## config.mk

```make
export PLATFORM = sky130hd
export DESIGN_NAME = event_sequencer_trigger_out
export DESIGN_NICKNAME = d
export VERILOG_FILES = /design/src/pkg/evseq_pkg.sv /design/src/verilog/event_sequencer_trigger_out.sv /design/src/verilog/run_sync.sv /design/src/verilog/break_delay.sv
export VERILOG_INCLUDE_DIRS = /design/src /design/src/pkg
export SDC_FILE = /design/constraint.sdc
export NUM_CORES = 1
export LEC_CHECK = 0
export BUFFER_PORTS_ARGS = -buffer_cell sky130_fd_sc_hd__buf_2
export CAP_MARGIN = 20
export CORE_UTILIZATION = 50
export CTS_CLUSTER_DIAMETER = 120
export DETAILED_ROUTE_END_ITERATION = 8
export GPL_TIMING_DRIVEN = 1
export HOLD_SLACK_MARGIN = 0.03
export PLACE_DENSITY = 0.67
export SLEW_MARGIN = 40
export SYNTH_ARGS = -nofsm -noshare
export SYNTH_HDL_FRONTEND = slang
export SYNTH_SLANG_ARGS = --single-unit
export TNS_END_PERCENT = 5
```

## constraint.sdc

```tcl
create_clock -name clk -period 5.8 [get_ports clk]
set_input_delay 0.87 -clock clk [delete_from_list [all_inputs] [get_ports clk]]
set_output_delay 0.87 -clock clk [all_outputs]
set_load 0.1 [all_outputs]
```

## src/pkg/evseq_defines.svh

```systemverilog
// constants of the event sequencer and trigger output block
// assumes a 32-bit register port with byte offsets and four event points
// Functional notes
// RQ1: evaluation starts at run, all unsatisfied
// RQ2: satisfied holds until stop or reset
// RQ3: satisfied point never fires again
// RQ4: program stop clears every point together
// RQ5: arming sources gate satisfaction
// RQ6: inverted arming only on arm relations
// RQ7: one arm polarity per event point
// RQ8: satisfied point resets any chosen points
// RQ9: reset clears state and pass count
// RQ10: reset only on entry into satisfied
// RQ11: several reset sources combine as OR
// RQ12: four trigger channels with own address
// RQ13: matching access drives trigger pin high
// RQ14: per-channel enable gates trigger output
// RQ15: disabled point keeps config, no event
// RQ16: clear-all command disables all triggers
// RQ17: sixteen-bit pass count per point
// RQ18: one sixteen-bit break delay counter
// RQ19: relations evaluated once per bus cycle
`ifndef EVSEQ_DEFINES_SVH
`define EVSEQ_DEFINES_SVH

`define EV_NUM          4
`define EV_CNT_W        16
// register byte offsets
`define OFS_CTRL        8'h00
`define OFS_TRIG_EN     8'h04
`define OFS_STATUS      8'h08
`define OFS_DELAY       8'h0C
`define OFS_EP_BASE     8'h20
`define OFS_EP_STRIDE   8'h10
`define OFS_EP_CFG      4'h0
`define OFS_EP_PASS     4'h4
`define OFS_EP_COUNT    4'h8
`define OFS_TRIG_BASE   8'h60
// field positions
`define CTRL_CLR_TRIG   0
`define CFG_ENABLE      0
`define CFG_ARM_INV     1
`define CFG_ARM_LSB     4
`define CFG_RST_LSB     8
`define CFG_BREAK       12
`define DELAY_OWNER_LSB 16
`define STAT_RUN        4
`define STAT_DELAY      5
// reset values
`define RST_CFG         13'h0000
`define RST_PASS        16'h0000
`define RST_DELAY       16'h0000
`define RST_TRIG_ADDR   32'h00000000

`endif

```

## src/pkg/evseq_pkg.sv

```systemverilog
// types shared by the event sequencer files
// assumes the constants header is included by each user
package evseq_pkg;

    // break delay counter states, gray along idle -> count
    typedef enum logic [1:0] {
        DLY_IDLE  = 2'b00,
        DLY_COUNT = 2'b01
    } delay_state_type;

endpackage

```

## src/verilog/event_sequencer_trigger_out.sv

```systemverilog
// event point sequencing, pass counts, break delay and trigger outputs
// assumes comparators give one match bit per event point per bus cycle
// and that bus signals come from monitor logic on the same clock
//
// The address-and-strobe port and the address map were chosen for this implementation.
`timescale 1ns/10ps
`include "evseq_defines.svh"
module event_sequencer_trigger_out (
    input  wire logic        clk,           // system clock, 20 MHz
    input  wire logic        rst_n,         // async reset, active low
    input  wire logic [7:0]  reg_addr,      // register byte offset
    input  wire logic [31:0] reg_wdata,     // register write data
    input  wire logic        reg_wr,        // write strobe
    input  wire logic        reg_rd,        // read strobe
    output logic      [31:0] reg_rdata,     // read data, cycle after strobe
    input  wire logic        user_run_pin,  // user program running, async
    input  wire logic        bus_cycle,     // one pulse per monitored bus cycle
    input  wire logic [31:0] bus_addr,      // monitored access address
    input  wire logic        bus_read,      // access is a read
    input  wire logic        bus_write,     // access is a write
    input  wire logic [3:0]  event_match,   // comparator hit per event point
    output logic      [3:0]  trig_out,      // external_probe_connector pins 1..4
    output logic      [3:0]  event_fire,    // action pulse per event point
    output logic             break_req      // break request pulse
);

    localparam int N = `EV_NUM;

    // configuration per event point
    logic [12:0]          cfg_q   [N];  // enable, invert, arm and reset masks, break
    logic [`EV_CNT_W-1:0] pass_q  [N];  // required occurrences
    logic [`EV_CNT_W-1:0] count_q [N];  // occurrences so far
    logic [N-1:0]         sat_q;        // satisfied state
    // trigger channels
    logic [31:0]          taddr_q [N];  // channel address
    logic [N-1:0]         ten_q;        // channel enables
    // delay
    logic [`EV_CNT_W-1:0] delay_q;      // break delay length
    logic [1:0]           owner_q;      // event point owning the delay
    // run state
    logic                 running;      // filtered run level
    // combinational sequencing
    logic [N-1:0]         hit;          // counted occurrence
    logic [N-1:0]         rise;         // entry into satisfied
    logic [N-1:0]         reset_hit;    // reset request per target
    logic                 dly_busy;     // delay counter active
    logic                 dly_done;     // delay expired
    logic                 dly_load;     // start delay
    logic                 direct_brk;   // break with no delay

    // arming check: no sources means always armed
    function automatic logic arm_ok(input logic [3:0] mask, input logic inv, input logic [3:0] sat);
        logic r;
        r = 1'b1;
        if (mask != 4'h0) begin
            // a single polarity per point: all sources judged the same way
            r = inv ? |(mask & ~sat) : |(mask & sat); // RQ5 RQ6 RQ7
        end
        return r;
    endfunction

    // event point register index from a byte offset
    function automatic logic [1:0] ep_index(input logic [7:0] a);
        logic [7:0] d;
        d = a - `OFS_EP_BASE;
        return d[5:4];
    endfunction

    // offset within an event point window
    function automatic logic [3:0] ep_field(input logic [7:0] a);
        return a[3:0];
    endfunction

    // window tests
    function automatic logic in_ep(input logic [7:0] a);
        return (a >= `OFS_EP_BASE) && (a < `OFS_TRIG_BASE);
    endfunction

    function automatic logic in_trig(input logic [7:0] a);
        return (a >= `OFS_TRIG_BASE) && (a < 8'h70) && (a[1:0] == 2'b00);
    endfunction

    // run pin synchroniser
    run_sync u_run_sync (
        .clk   (clk),
        .rst_n (rst_n),
        .pin   (user_run_pin),
        .level (running)
    );

    // occurrence, satisfaction entry and reset fan-in
    always_comb begin
        hit       = '0;
        rise      = '0;
        reset_hit = '0;
        for (int i = 0; i < N; i++) begin
            // disabled point keeps its settings but never counts
            if (running && bus_cycle && cfg_q[i][`CFG_ENABLE] && event_match[i] && !sat_q[i] // RQ15 RQ19
                && arm_ok(cfg_q[i][`CFG_ARM_LSB +: 4], cfg_q[i][`CFG_ARM_INV], sat_q)) begin
                hit[i] = 1'b1;
            end
            // pass count of zero or one means the first occurrence
            if (hit[i] && ((count_q[i] + 16'h0001) >= pass_q[i])) begin // RQ17
                rise[i] = 1'b1; // RQ3
            end
        end
        // reset sources act on entry only, ored per target
        for (int t = 0; t < N; t++) begin
            for (int s = 0; s < N; s++) begin
                if (rise[s] && cfg_q[t][`CFG_RST_LSB + s]) begin // RQ8 RQ10 RQ11
                    reset_hit[t] = 1'b1;
                end
            end
        end
    end

    // satisfied state per event point
    always_ff @(posedge clk or negedge rst_n) begin
        if (!rst_n) begin
            sat_q <= '0;
        end else begin
            for (int i = 0; i < N; i++) begin
                if (!running) begin
                    // stopped or not yet started: all unsatisfied
                    sat_q[i] <= 1'b0; // RQ1 RQ4
                end else if (reset_hit[i]) begin
                    // reset beats a simultaneous entry, incl. self reset
                    sat_q[i] <= 1'b0; // RQ9
                end else if (rise[i]) begin
                    sat_q[i] <= 1'b1; // RQ2
                end
            end
        end
    end

    // pass counters
    always_ff @(posedge clk or negedge rst_n) begin
        if (!rst_n) begin
            for (int i = 0; i < N; i++) begin
                count_q[i] <= `RST_PASS;
            end
        end else begin
            for (int i = 0; i < N; i++) begin
                if (!running || reset_hit[i] || rise[i]) begin
                    count_q[i] <= `RST_PASS; // RQ9
                end else if (hit[i]) begin
                    count_q[i] <= count_q[i] + 16'h0001; // RQ17
                end
            end
        end
    end

    // action pulses on entry into satisfied
    always_ff @(posedge clk or negedge rst_n) begin
        if (!rst_n) begin
            event_fire <= '0;
        end else begin
            event_fire <= rise; // RQ3
        end
    end

    // break routing: only the owner point may use the delay
    always_comb begin
        dly_load   = 1'b0;
        direct_brk = 1'b0;
        for (int i = 0; i < N; i++) begin
            if (rise[i] && cfg_q[i][`CFG_BREAK]) begin
                if ((owner_q == 2'(i)) && (delay_q != 16'h0000)) begin
                    dly_load = 1'b1; // RQ18
                end else begin
                    direct_brk = 1'b1;
                end
            end
        end
    end

    break_delay u_break_delay (
        .clk    (clk),
        .rst_n  (rst_n),
        .abort  (!running),
        .load   (dly_load),
        .length (delay_q),
        .tick   (bus_cycle),
        .busy   (dly_busy),
        .done   (dly_done)
    );

    // break request pulse
    always_ff @(posedge clk or negedge rst_n) begin
        if (!rst_n) begin
            break_req <= 1'b0;
        end else begin
            break_req <= running && (direct_brk || dly_done); // RQ18
        end
    end

    // trigger pins high the cycle after a matching read or write access
    always_ff @(posedge clk or negedge rst_n) begin
        if (!rst_n) begin
            trig_out <= '0;
        end else begin
            for (int c = 0; c < N; c++) begin
                // disabled channel never drives high
                trig_out[c] <= running && bus_cycle && (bus_read || bus_write) // RQ12 RQ13
                               && ten_q[c] && (bus_addr == taddr_q[c]); // RQ14
            end
        end
    end

    // event point configuration writes
    always_ff @(posedge clk or negedge rst_n) begin
        if (!rst_n) begin
            for (int i = 0; i < N; i++) begin
                cfg_q[i]  <= `RST_CFG;
                pass_q[i] <= `RST_PASS;
            end
        end else if (reg_wr && in_ep(reg_addr)) begin
            case (ep_field(reg_addr))
                `OFS_EP_CFG: begin
                    cfg_q[ep_index(reg_addr)] <= reg_wdata[12:0];
                end
                `OFS_EP_PASS: begin
                    pass_q[ep_index(reg_addr)] <= reg_wdata[15:0];
                end
                default: begin
                    // count word is read only
                end
            endcase
        end
    end

    // trigger channel addresses
    always_ff @(posedge clk or negedge rst_n) begin
        if (!rst_n) begin
            for (int c = 0; c < N; c++) begin
                taddr_q[c] <= `RST_TRIG_ADDR;
            end
        end else if (reg_wr && in_trig(reg_addr)) begin
            taddr_q[reg_addr[3:2]] <= reg_wdata;
        end
    end

    // trigger enables; clear-all wins over a same-cycle enable write
    always_ff @(posedge clk or negedge rst_n) begin
        if (!rst_n) begin
            ten_q <= '0;
        end else if (reg_wr && (reg_addr == `OFS_CTRL) && reg_wdata[`CTRL_CLR_TRIG]) begin
            ten_q <= '0; // RQ16
        end else if (reg_wr && (reg_addr == `OFS_TRIG_EN)) begin
            ten_q <= reg_wdata[3:0]; // RQ14
        end
    end

    // delay length and owner
    always_ff @(posedge clk or negedge rst_n) begin
        if (!rst_n) begin
            delay_q <= `RST_DELAY;
            owner_q <= 2'h0;
        end else if (reg_wr && (reg_addr == `OFS_DELAY)) begin
            delay_q <= reg_wdata[15:0];
            owner_q <= reg_wdata[`DELAY_OWNER_LSB +: 2];
        end
    end

    // read data, registered; unmapped offsets read zero
    always_ff @(posedge clk or negedge rst_n) begin
        if (!rst_n) begin
            reg_rdata <= 32'h00000000;
        end else if (reg_rd) begin
            reg_rdata <= 32'h00000000;
            if (reg_addr == `OFS_TRIG_EN) begin
                reg_rdata <= {28'h0000000, ten_q};
            end else if (reg_addr == `OFS_STATUS) begin
                reg_rdata <= {26'h0, dly_busy, running, sat_q};
            end else if (reg_addr == `OFS_DELAY) begin
                reg_rdata <= {14'h0, owner_q, delay_q};
            end else if (in_trig(reg_addr)) begin
                reg_rdata <= taddr_q[reg_addr[3:2]];
            end else if (in_ep(reg_addr)) begin
                case (ep_field(reg_addr))
                    `OFS_EP_CFG: begin
                        reg_rdata <= {19'h0, cfg_q[ep_index(reg_addr)]};
                    end
                    `OFS_EP_PASS: begin
                        reg_rdata <= {16'h0000, pass_q[ep_index(reg_addr)]};
                    end
                    `OFS_EP_COUNT: begin
                        reg_rdata <= {16'h0000, count_q[ep_index(reg_addr)]};
                    end
                    default: begin
                        reg_rdata <= 32'h00000000;
                    end
                endcase
            end
        end else begin
            reg_rdata <= 32'h00000000;
        end
    end

endmodule // event_sequencer_trigger_out

```

## src/verilog/run_sync.sv

```systemverilog
// three-flop synchroniser with agreement filter for the run pin
// assumes a level from outside the clock domain
`timescale 1ns/10ps
module run_sync (
    input  wire logic clk,      // system clock
    input  wire logic rst_n,    // async reset, active low
    input  wire logic pin,      // raw level from outside
    output logic      level     // filtered level
);

    logic s1_q;  // first stage, read only by s2
    logic s2_q;  // second stage
    logic s3_q;  // third stage

    // shift chain
    always_ff @(posedge clk or negedge rst_n) begin
        if (!rst_n) begin
            s1_q <= 1'b0;
            s2_q <= 1'b0;
            s3_q <= 1'b0;
        end else begin
            s1_q <= pin;
            s2_q <= s1_q;
            s3_q <= s2_q;
        end
    end

    // a change counts only once two late stages agree
    always_ff @(posedge clk or negedge rst_n) begin
        if (!rst_n) begin
            level <= 1'b0;
        end else if (s2_q == s3_q) begin
            level <= s3_q;
        end
    end

endmodule // run_sync

```

## src/verilog/break_delay.sv

```systemverilog
// single break delay counter, counts monitored bus cycles
// assumes load and tick come from logic on the same clock
`timescale 1ns/10ps
`include "evseq_defines.svh"
module break_delay (
    input  wire logic                 clk,      // system clock
    input  wire logic                 rst_n,    // async reset, active low
    input  wire logic                 abort,    // program stopped
    input  wire logic                 load,     // start a delay
    input  wire logic [`EV_CNT_W-1:0] length,   // bus cycles to wait
    input  wire logic                 tick,     // one bus cycle passed
    output logic                      busy,     // counting
    output logic                      done      // one-cycle expiry pulse
);

    evseq_pkg::delay_state_type state_q;  // counter state
    logic [`EV_CNT_W-1:0]       cnt_q;    // cycles left

    assign busy = (state_q == evseq_pkg::DLY_COUNT);

    // countdown; a second load while busy is ignored, only one owner exists
    always_ff @(posedge clk or negedge rst_n) begin
        if (!rst_n) begin
            state_q <= evseq_pkg::DLY_IDLE;
            cnt_q   <= `RST_DELAY;
            done    <= 1'b0;
        end else begin
            done <= 1'b0;
            case (state_q)
                evseq_pkg::DLY_IDLE: begin
                    if (load && !abort) begin
                        cnt_q   <= length;
                        state_q <= evseq_pkg::DLY_COUNT;
                    end
                end
                evseq_pkg::DLY_COUNT: begin
                    if (abort) begin
                        state_q <= evseq_pkg::DLY_IDLE;
                    end else if (tick) begin
                        if (cnt_q <= 16'h0001) begin
                            done    <= 1'b1;
                            state_q <= evseq_pkg::DLY_IDLE;
                        end else begin
                            cnt_q <= cnt_q - 16'h0001;
                        end
                    end
                end
                default: begin
                    state_q <= evseq_pkg::DLY_IDLE;
                end
            endcase
        end
    end

endmodule // break_delay

```

# Yosys cells after proc, flatten, opt, wreduce, memory -nomap -nowiden
# Index checks and enable logic that the tools add are counted.
# W data, S select, Z words.
# totals
ff_bits	398
latchBits	0
ramBits	0
romBits	0
in_bits	84
output_inout_bits	41
wordCells	310
n_memories	0
# op_classes
add_sub_neg	6
multipliers	0
div_mod_pow	0
order_cmp	13
eq_ne	24
shifts	0
n_mux	112
bitwise	11
n_reduce_logical	110
# ops
operator	n
$mux W16	18
$mux W32	8
$bwmux W128	1
$eq A32 B32 Y1	4
$logic_and A1 B1 Y1	67
$add A16 B1 Y16 const B	4
$bmux W16 S2	2
$bmux W32 S2	1
$bwmux W64	1
$demux W32 S2	1
$ge A16 B16 Y1	4
$mux W1	64
$bwmux W52	1
$pmux W16 S3	1
$mux W13	3
$and A4 B4 Y4	8
$demux W16 S2	1
$pmux W16 S2	1
$reduce_or A4 Y1	8
$bmux W13 S2	1
$demux W13 S2	1
$eq A8 B4 Y1 const B	2
$le A16 B1 Y1 const B	1
$lt A8 B7 Y1 const B	2
other kinds (32)	71

# Logic depth before layout (Yosys ltp)
# Gate-level depths: netlist of run 1.
# depth
depth_word	20
ltp_mapped	19
mapped_depth_nobuf	16

# Cells and area by module
# From an unflattened synthesis of run 1, not the netlist that was laid out.
# hier_totals
hier_cells	2024
hier_area_um2	22420.3
# modules_own_cells
mod	n_inst	cells_per_inst	area_per_inst_um2	seq_area_each_um2
event_sequencer_trigger_out	1	1880	21077.7	9384.0
break_delay	1	139	1231.2	450.4
run_sync	1	5	111.4	100.1

# Worst setup path after synthesis of run 1
# No wires, ideal clock.
# synth_timing
path_type	reg2reg
start	register count_q[16] (netlist name)
end	register u_break_delay.cnt_q[6]
setup_time_ps	123
arrival_ps	4013
t_required_ps	5677
slack_ps	1664
stages_incl_launch_ff	19
path_buffers	2
period_less_slack_ps	4136
path_cell_list	dfrtp_1 ha_1 and3_1 and3_1 and3_1 and3_1 clkbuf_1 nand3_1 xnor2_1 ha_1 nand4_1 nor4_1 nand3b_1 and4_4 or4b_4 a21oi_4 o21ai_2 buf_6 o221a_1
# synth_via
elab_chain_len	11
# synth_rtl
item	line	text
start, declared	event_sequencer_trigger_out.sv:32	logic [`EV_CNT_W-1:0] count_q [N];
start signal, assigned by index	event_sequencer_trigger_out.sv:140	count_q[i] <= `RST_PASS;
start signal, assigned by index	event_sequencer_trigger_out.sv:145	count_q[i] <= `RST_PASS;
start signal, assigned by index	event_sequencer_trigger_out.sv:147	count_q[i] <= count_q[i] + 16'h0001;
$add A16 B1 Y16 (*)	event_sequencer_trigger_out.sv:103	if (hit[i] && ((count_q[i] + 16'h0001) >= pass_q[i])) begin
$ge A16 B16 Y1 (*)	event_sequencer_trigger_out.sv:103	
$logic_and A1 B1 Y1 (*)	event_sequencer_trigger_out.sv:103	
$mux W1 (*)	event_sequencer_trigger_out.sv:103	
$logic_and A1 B1 Y1 (*)	event_sequencer_trigger_out.sv:167	if (rise[i] && cfg_q[i][`CFG_BREAK]) begin
$mux W1 (*)	event_sequencer_trigger_out.sv:167	
$mux W1	event_sequencer_trigger_out.sv:168	if ((owner_q == 2'(i)) && (delay_q != 16'h0000)) begin
$mux W1 (*)	event_sequencer_trigger_out.sv:167	
$logic_and A1 B1 Y1 (*)	break_delay.sv:31	if (load && !abort) begin
$ne A2 B1 Y1 (no line) (*)	--	
$reduce_and A5 Y1 (no line) (*)	--	
end signal, assigned	break_delay.sv:25	cnt_q <= `RST_DELAY;
end signal, assigned	break_delay.sv:32	cnt_q <= length;
end signal, assigned	break_delay.sv:44	cnt_q <= cnt_q - 16'h0001;
end, declared	break_delay.sv:17	logic [`EV_CNT_W-1:0] cnt_q;
# Every way passes the cells marked *; elsewhere a longest branch is shown, timed or not.
# A chain may end at the register's enable or synchronous reset.

# Worst setup path after layout of run 1
# layout_timing
start	register count_q[32] (netlist name)
end	register u_break_delay.cnt_q[2]
# layout_via
elab_chain_len	13
# layout_rtl
item	line
$add A16 B1 Y16 (*)	event_sequencer_trigger_out.sv:103
$ge A16 B16 Y1 (*)	event_sequencer_trigger_out.sv:103
$logic_and A1 B1 Y1 (*)	event_sequencer_trigger_out.sv:103
$mux W1 (*)	event_sequencer_trigger_out.sv:103
$logic_and A1 B1 Y1 (*)	event_sequencer_trigger_out.sv:167
$mux W1 (*)	event_sequencer_trigger_out.sv:167
$mux W1	event_sequencer_trigger_out.sv:168
$mux W1 (*)	event_sequencer_trigger_out.sv:167
$mux W1	event_sequencer_trigger_out.sv:168
$mux W1 (*)	event_sequencer_trigger_out.sv:167
$logic_and A1 B1 Y1 (*)	break_delay.sv:31
$ne A2 B1 Y1 (no line) (*)	--
$reduce_and A5 Y1 (no line) (*)	--
# Marked as above.

==> metrics.md, run 1 <==
| Metric | Value |
|---|---|
| Status | `finished, final reports clean` |
| Seq cells post-synth | `397` |
| Combinational share of power | `10.4%` |
| GRT Util Overall | `30.4%` |
| Worst-case clock buffer depth | `3` |
| Syn_area_per_cell | `11.2 um2` |
| Core box area | `43,600 um2` |
| XOR/XNOR Fraction of Synth Area | `7.47%` |
| Slowest stage cell, crit path | `a31oi_4` |
| Die Footprint | `45,400 um2` |
| Final hold violation count | `0` |
| Worst Setup Start Kind | `register` |
| Seq/Total Area, Yosys | `44.6%` |
| Int Power | `4.78 mW` |
| RSZ-0062 raised after global routing | `no` |
| Multiplexer share of the synthesized area | `19.7%` |
| Total CTS buffers | `45` |
| Worst R2R Start | `count_q[32]` |
| Max Clk Rate | `213 MHz` |
| Gpl congestion | `0.939` |
| Io pins | `125` |
| CP endpoint kind | `register` |
| Routed via count | `16,500` |
| Area Overhead vs Synth | `11.5%` |
| Compound-Gate Fraction of Synth Area | `8.85%` |
| Leading area contributor after synthesis | `dfrtp_1` |
| Adder-cell share of the synthesized area | `3.97%` |
| Hold slack final | `0.151 ns` |
| Switching Share | `26.3%` |
| Worst R2R End | `u_break_delay.cnt_q[2]` |
| GRT overflow | `0` |
| Post-DP HPWL | `49,100 um` |
| Number of max-cap violations | `0` |
| CP delay by family, top | `simple AND/OR/NAND/NOR gates` |
| Worst-Margin Slew | `0.879 ns` |
| CTS Hold Bufs | `0` |
| FF+latch area | `9930 um2` |
| Clock Latency Late Sink | `0.59 ns` |
| Worst Skew | `0.0243 ns` |
| Die X | `213 um` |
| Req. time, crit path | `6.28 ns` |
| Fill count | `3,682` |
| First-pass GRT wire length | `102,000 um` |
| Switching power | `1.71 mW` |
| Min cycle time layout | `4.69 ns` |
| Share of layout cells above drive strength 1 | `26.8%` |
| Total Power | `6.49 mW` |
| Initial DRC count | `1,670` |
| Main synth FF type | `dfrtp_1` |
| Buf+Inv Stages, Crit Path | `0` |
| # nets final | `2,204` |
| Type of the worst setup path | `register to register` |
| Footprint of the multi-input gates | `11,600 um2` |
| Reg2Reg Depth | `15` |
| Initial Util | `51.2%` |
| Max FO, Critical Path | `16` |
| R2R Setup Slk | `1.11 ns` |
| Routed length per placed instance | `25.3 um` |
| Maximum vdd drop | `0.227 mV` |
| CTS tree | `done` |
| Post-synth net total | `2,138` |
| Post-CTS setup buffer count | `0` |
| Pre-antenna DRT Iters | `6` |
| Clock share of power | `43.6%` |
| Die Y | `213 um` |
| Initial antenna violation count | `2` |
| Worst-path cell chain | `ha_1 > and3_1 > nand3_1 > nor2_1 > nand3_1 > xnor2_1 > ha_1 > nand4_1 > nor3_1 > or4b_1 > a31oi_4 > nand3_2 > a21oi_4 > o21ai_2 > o221a_2` |
| Sequential power share | `45.9%` |
| Vias per cell | `6.18` |
| Yosys top cell area share | `44.6%` |
| Ranking of synthesized cells by area | `dfrtp_1, mux2_2, mux4_2, ha_1, xnor2_1` |
| Final WL | `67,500 um` |
| Number of global-route vias before repair | `16,200` |
| CP peak stage delay | `0.59 ns` |
| Synth cell count leaders | `dfrtp_1, mux2_2, nand2_1` |
| Pleak | `11.7 nW` |
| Slew margin rel. | `41.4%` |
| Pin count of the biggest net entering global routing | `131` |
| Final setup vio count | `0` |
| Synth Area in Simple Gates | `11.8%` |
| IO Port Bufs | `124` |
| Sink Count | `397` |
| Htree depth | `2` |
| CP Data Arrival Time | `5.17 ns` |
| Async set-reset flop share out of synthesis | `100%` |
| Power Density | `261 nW/um2` |
| Post-synth EDFFs | `0` |
| Syn Inst Count | `1,984` |
| Max Slew Vio Count | `0` |
| Setup_tns | `0 ns` |
| Clock Pin Slew Worst Setup and Hold Paths | `0.06 ns` |
| Post_cts resized | `0` |
| Root buffer cell | `clkbuf_16` |
| Count leader, synth | `dfrtp_1` |
| DRC Markers | `0` |
| Synth Cell Area | `22,300 um2` |
| Rows | `76` |
| Tcrit/Tclk final | `80.9%` |
| Hold Crit Class | `primary input to asynchronous set/reset pin` |
| ANT nets after route | `0` |
| Synth cell types | `78` |
| Main combinational cell family by area after synthesis | `multiplexers` |
| Yosys warning count | `0` |
[how the worst max path moves through the flow]
stage                            from                      to  slack (ns)  cells past startpoint
final                     count_q[32]  u_break_delay.cnt_q[2]        1.11                     15
after global routing      count_q[32]  u_break_delay.cnt_q[2]        0.77                     15
after CTS                 count_q[32]  u_break_delay.cnt_q[2]        1.16                     15
after detailed placement  count_q[32]  u_break_delay.cnt_q[2]        1.22                     15
after global placement    count_q[16]             count_q[19]        1.34                     16
after floorplan           count_q[16]  u_break_delay.cnt_q[6]        1.66                     18
[cell type report]
type,instances,area share [%]
inverter,77,1.16
multi-input combinational,1383,46.6
antenna,2,0.0201
timing repair buffer,146,3.44
sequential,397,40.0
clock buffer,64,5.34
tap,585,2.94
clock inverter,16,0.543
[power by group through the flow]
stage | clock (mW) | combinational [mW] | sequential [mW]
6_report | 2.83 | 0.678 | 2.98
4_1_cts | 2.87 | 0.673 | 2.98
5_1_grt | 2.98 | 0.730 | 2.99
2_1_floorplan | 0 | 0.402 | 2.99
3_3_place_gp | 0 | 0.654 | 3.02
3_5_place_dp | 0 | 0.668 | 3.03
[flip-flops by register name, summed over array words and instances (netlist names), 16 cells and up]
name                 cells
reg_rdata               32
cfg_q                   52
delay_q                 16
count_q                 64
u_break_delay.cnt_q     16
taddr_q                128
pass_q                  64
[metrics by stage]
stage	setup WS, ns	instances	util [%]	area [um2]
2_1_floorplan	1.66	1984	-	22300
3_3_place_gp	1.34	2585	53.5	23300
4_1_cts	1.16	2668	57.0	24800
6_report	1.11	2670	57.1	24900
5_1_grt	0.767	2668	57.1	24900
3_5_place_dp	1.22	2588	53.7	23400
[logic make-up (layout without fill, tap and decap cells)]
family,after synthesis,count (layout)
buffers and inverters,204,303
DFF,397,397
and+or+nand+nor,513,513
xor gates and xnor gates,190,190
adders and majority gates,71,71
AOI/OAI and AO/OA,295,295
other,0,2
muxes,314,314
[metal layers]
metal	part of all wire, %	vias to the layer above	global-route usage [%]
li1	-	7312	-
met1	41	8345	40.7
met5	0	-	0
met2	46	698	47.0
met3	8.6	135	8.00
met4	4.1	0	12.1
[cell usage in the layout, fill, tap and decap left out, drive strengths merged, types with 12 or more instances in the layout]
cell type,count
nand4,37
mux4,77
clkbuf,64
nand3b,21
nand3,54
nor3,36
nor2,116
mux2i,16
inv,78
a21oi,73
xor2,91
ha,70
buf,146
clkinv,14
dfrtp,397
nor3b,12
xnor2,99
a222oi,13
nor2b,24
a22oi,30
o21ai,107
nand2,119
mux2,221
o221a,14
nor4,30
and3,31
Note: power is estimated with default switching activity, not from simulation.
==> run 2: changes to the inputs <==
--- a/config.mk
+++ b/config.mk
@@ -13,7 +13,7 @@
 export DETAILED_ROUTE_END_ITERATION = 8
 export GPL_TIMING_DRIVEN = 1
 export HOLD_SLACK_MARGIN = 0.03
-export PLACE_DENSITY = 0.67
+export PLACE_DENSITY = 0.7
 export SLEW_MARGIN = 40
 export SYNTH_ARGS = -nofsm -noshare
 export SYNTH_HDL_FRONTEND = slang
==> constraint.sdc (replaced) <==
create_clock -name clk -period 4.1 [get_ports clk]
set_input_delay 0.615 -clock clk [delete_from_list [all_inputs] [get_ports clk]]
set_output_delay 0.615 -clock clk [all_outputs]
set_load 0.1 [all_outputs]
==> metrics.md, run 2 (synthesis gave the netlist of run 1 again) <==
| Metric | Value |
|---|---|
| Req. time, crit path | `4.58 ns` |
| Share of layout cells above drive strength 1 | `28.5%` |
| Die Y | `213 um` |
| Biggest register | `taddr_q` |
| Area Overhead vs Synth | `13.8%` |
| Initial Util | `51.2%` |
| DP Worst Slack | `0.0182 ns` |
| DRC Markers | `0` |
| Placed cells | `2,633` |
| Hold Crit Class | `primary input to register` |
| IO Port Bufs | `124` |
| Fill count | `3,583` |
| Max Clk Rate | `252 MHz` |
| Number of global-route vias before repair | `16,200` |
| CP endpoint kind | `register` |
| Final WL | `67,200 um` |
| # nets final | `2,251` |
| Maximum vdd drop | `0.306 mV` |
| Root buffer cell | `clkbuf_16` |
| Slew margin rel. | `42.7%` |
| Setup_tns | `0 ns` |
| CTS tree | `done` |
| Commonest cells after routing, fill and taps aside | `dfrtp_1, mux2_2, buf_2` |
| Rows | `76` |
| ANT nets after route | `0` |
| Tcrit/Tclk final | `96.9%` |
| Pre-antenna DRT Iters | `7` |
| Total Power | `9.49 mW` |
| Routed length per placed instance | `24.7 um` |
| Final setup vio count | `0` |
| Total CTS buffers | `44` |
| Gpl congestion | `0.971` |
| CP Data Arrival Time | `4.45 ns` |
| Max Slew Vio Count | `0` |
| Top Registers | `taddr_q (128), count_q (64), pass_q (64)` |
| Non-filler cells, final | `2,718` |
| FF+latch area | `9940 um2` |
| Sink Count | `397` |
| Pin count of the biggest net entering global routing | `104` |
| DP Area | `23,700 um2` |
| Util after Layout | `58.2%` |
| Final hold violation count | `0` |
| Number of flip-flops in the largest register | `128` |
| Clock Latency Late Sink | `0.60 ns` |
| Initial antenna violation count | `5` |
| Vias per cell | `6.19` |
| Core box area | `43,600 um2` |
| Clock Pin Slew Worst Setup and Hold Paths | `0.06 ns` |
| Min cycle time layout | `3.97 ns` |
| Number of max-cap violations | `0` |
| Io pins | `125` |
| Die X | `213 um` |
| Footprint of the multi-input gates | `11,600 um2` |
| Pleak | `11.9 nW` |
| Worst Skew | `0.0423 ns` |
| Worst-Margin Slew | `0.858 ns` |
| GRT Util Overall | `29.9%` |
| Type of the worst setup path | `register to register` |
| Die Footprint | `45,400 um2` |
| Worst-case clock buffer depth | `3` |
| Initial DRC count | `1,922` |
| Finished Cell Area | `25,400 um2` |
| Htree depth | `2` |
| Status | `finished, final reports clean` |
| Commonest non-fill, non-tap cell in the layout | `dfrtp_1` |
| Max FO, Critical Path | `13` |
| GRT overflow | `0` |
| RSZ-0062 raised after global routing | `yes` |
| Routed via count | `16,800` |
| Hold slack final | `0.124 ns` |
| Power Density | `374 nW/um2` |
| First-pass GRT wire length | `101,000 um` |
| Final setup margin | `0.127 ns` |
| Worst Setup Start Kind | `register` |
| Post-DP HPWL | `49,000 um` |
[run 2: layer usage]
| metal | vias up | GRT usage, % | share of wire [%] |
|---|---|---|---|
| li1 | 7406 | - | - |
| met3 | 135 | 5.85 | 8.2 |
| met5 | - | 0 | 0.019 |
| met2 | 771 | 46.9 | 46 |
| met4 | 2 | 11.9 | 3.9 |
| met1 | 8498 | 40.8 | 41 |
[run 2: critical path: stages (launching register included)]
cell and delay, ns:
dfrtp_1 0.41, and3_1 0.19, nand4_1 0.16, nor2_1 0.17, and2_1 0.21, and3_1 0.23, xor2_1 0.08, ha_1 0.30
nand4_1 0.13, nor3_1 0.27, or4b_1 0.51, a31oi_4 0.30, nand3_2 0.14, a21oi_4 0.29, o21ai_4 0.18, o221a_2 0.30
[run 2: what timing repair did]
item / 4_1_cts / 5_1_grt
hold endpoints to repair: 0 / 50
pin swaps: 0 / 4
hold buffers: 0 / 1
endpoints found under the setup margin: 12 / 51
cloned: 0 / 0
buffers inserted: 0 / 1
gates resized for setup: 1 / 8
[run 2: area by class of cell]
cell class | count | share of cell area, %
inverters | 77 | 1.14
diodes | 2 | 0.0197
repair buffers | 194 | 4.86
clock inverters | 16 | 1.13
multi-input cells | 1383 | 45.7
clock buffers | 64 | 5.07
flip-flops and latches | 397 | 39.2
well taps | 585 | 2.89
[run 2: report_power, final]
part | switching, mW | internal, mW | leakage, nW
combinational | 0.584 | 0.390 | 5.89
clock | 1.72 | 2.57 | 0.769
sequential | 0.153 | 4.07 | 5.27
total | 2.46 | 7.04 | 11.9
[run 2: final timing paths]
path | cells after the start | endpoint | slack [ns] | start
min in group asynchronous | 2 | u_break_delay.cnt_q[8] | 0.52 | rst_n
max | 15 | u_break_delay.cnt_q[2] | 0.13 | count_q[35]
max reg2reg | 15 | u_break_delay.cnt_q[2] | 0.13 | count_q[35]
min reg2reg | 0 | u_run_sync.s2_q | 0.35 | u_run_sync.s1_q
max in group asynchronous | 4 | taddr_q[27] | 2.30 | rst_n
min | 1 | u_run_sync.s1_q | 0.12 | user_run_pin
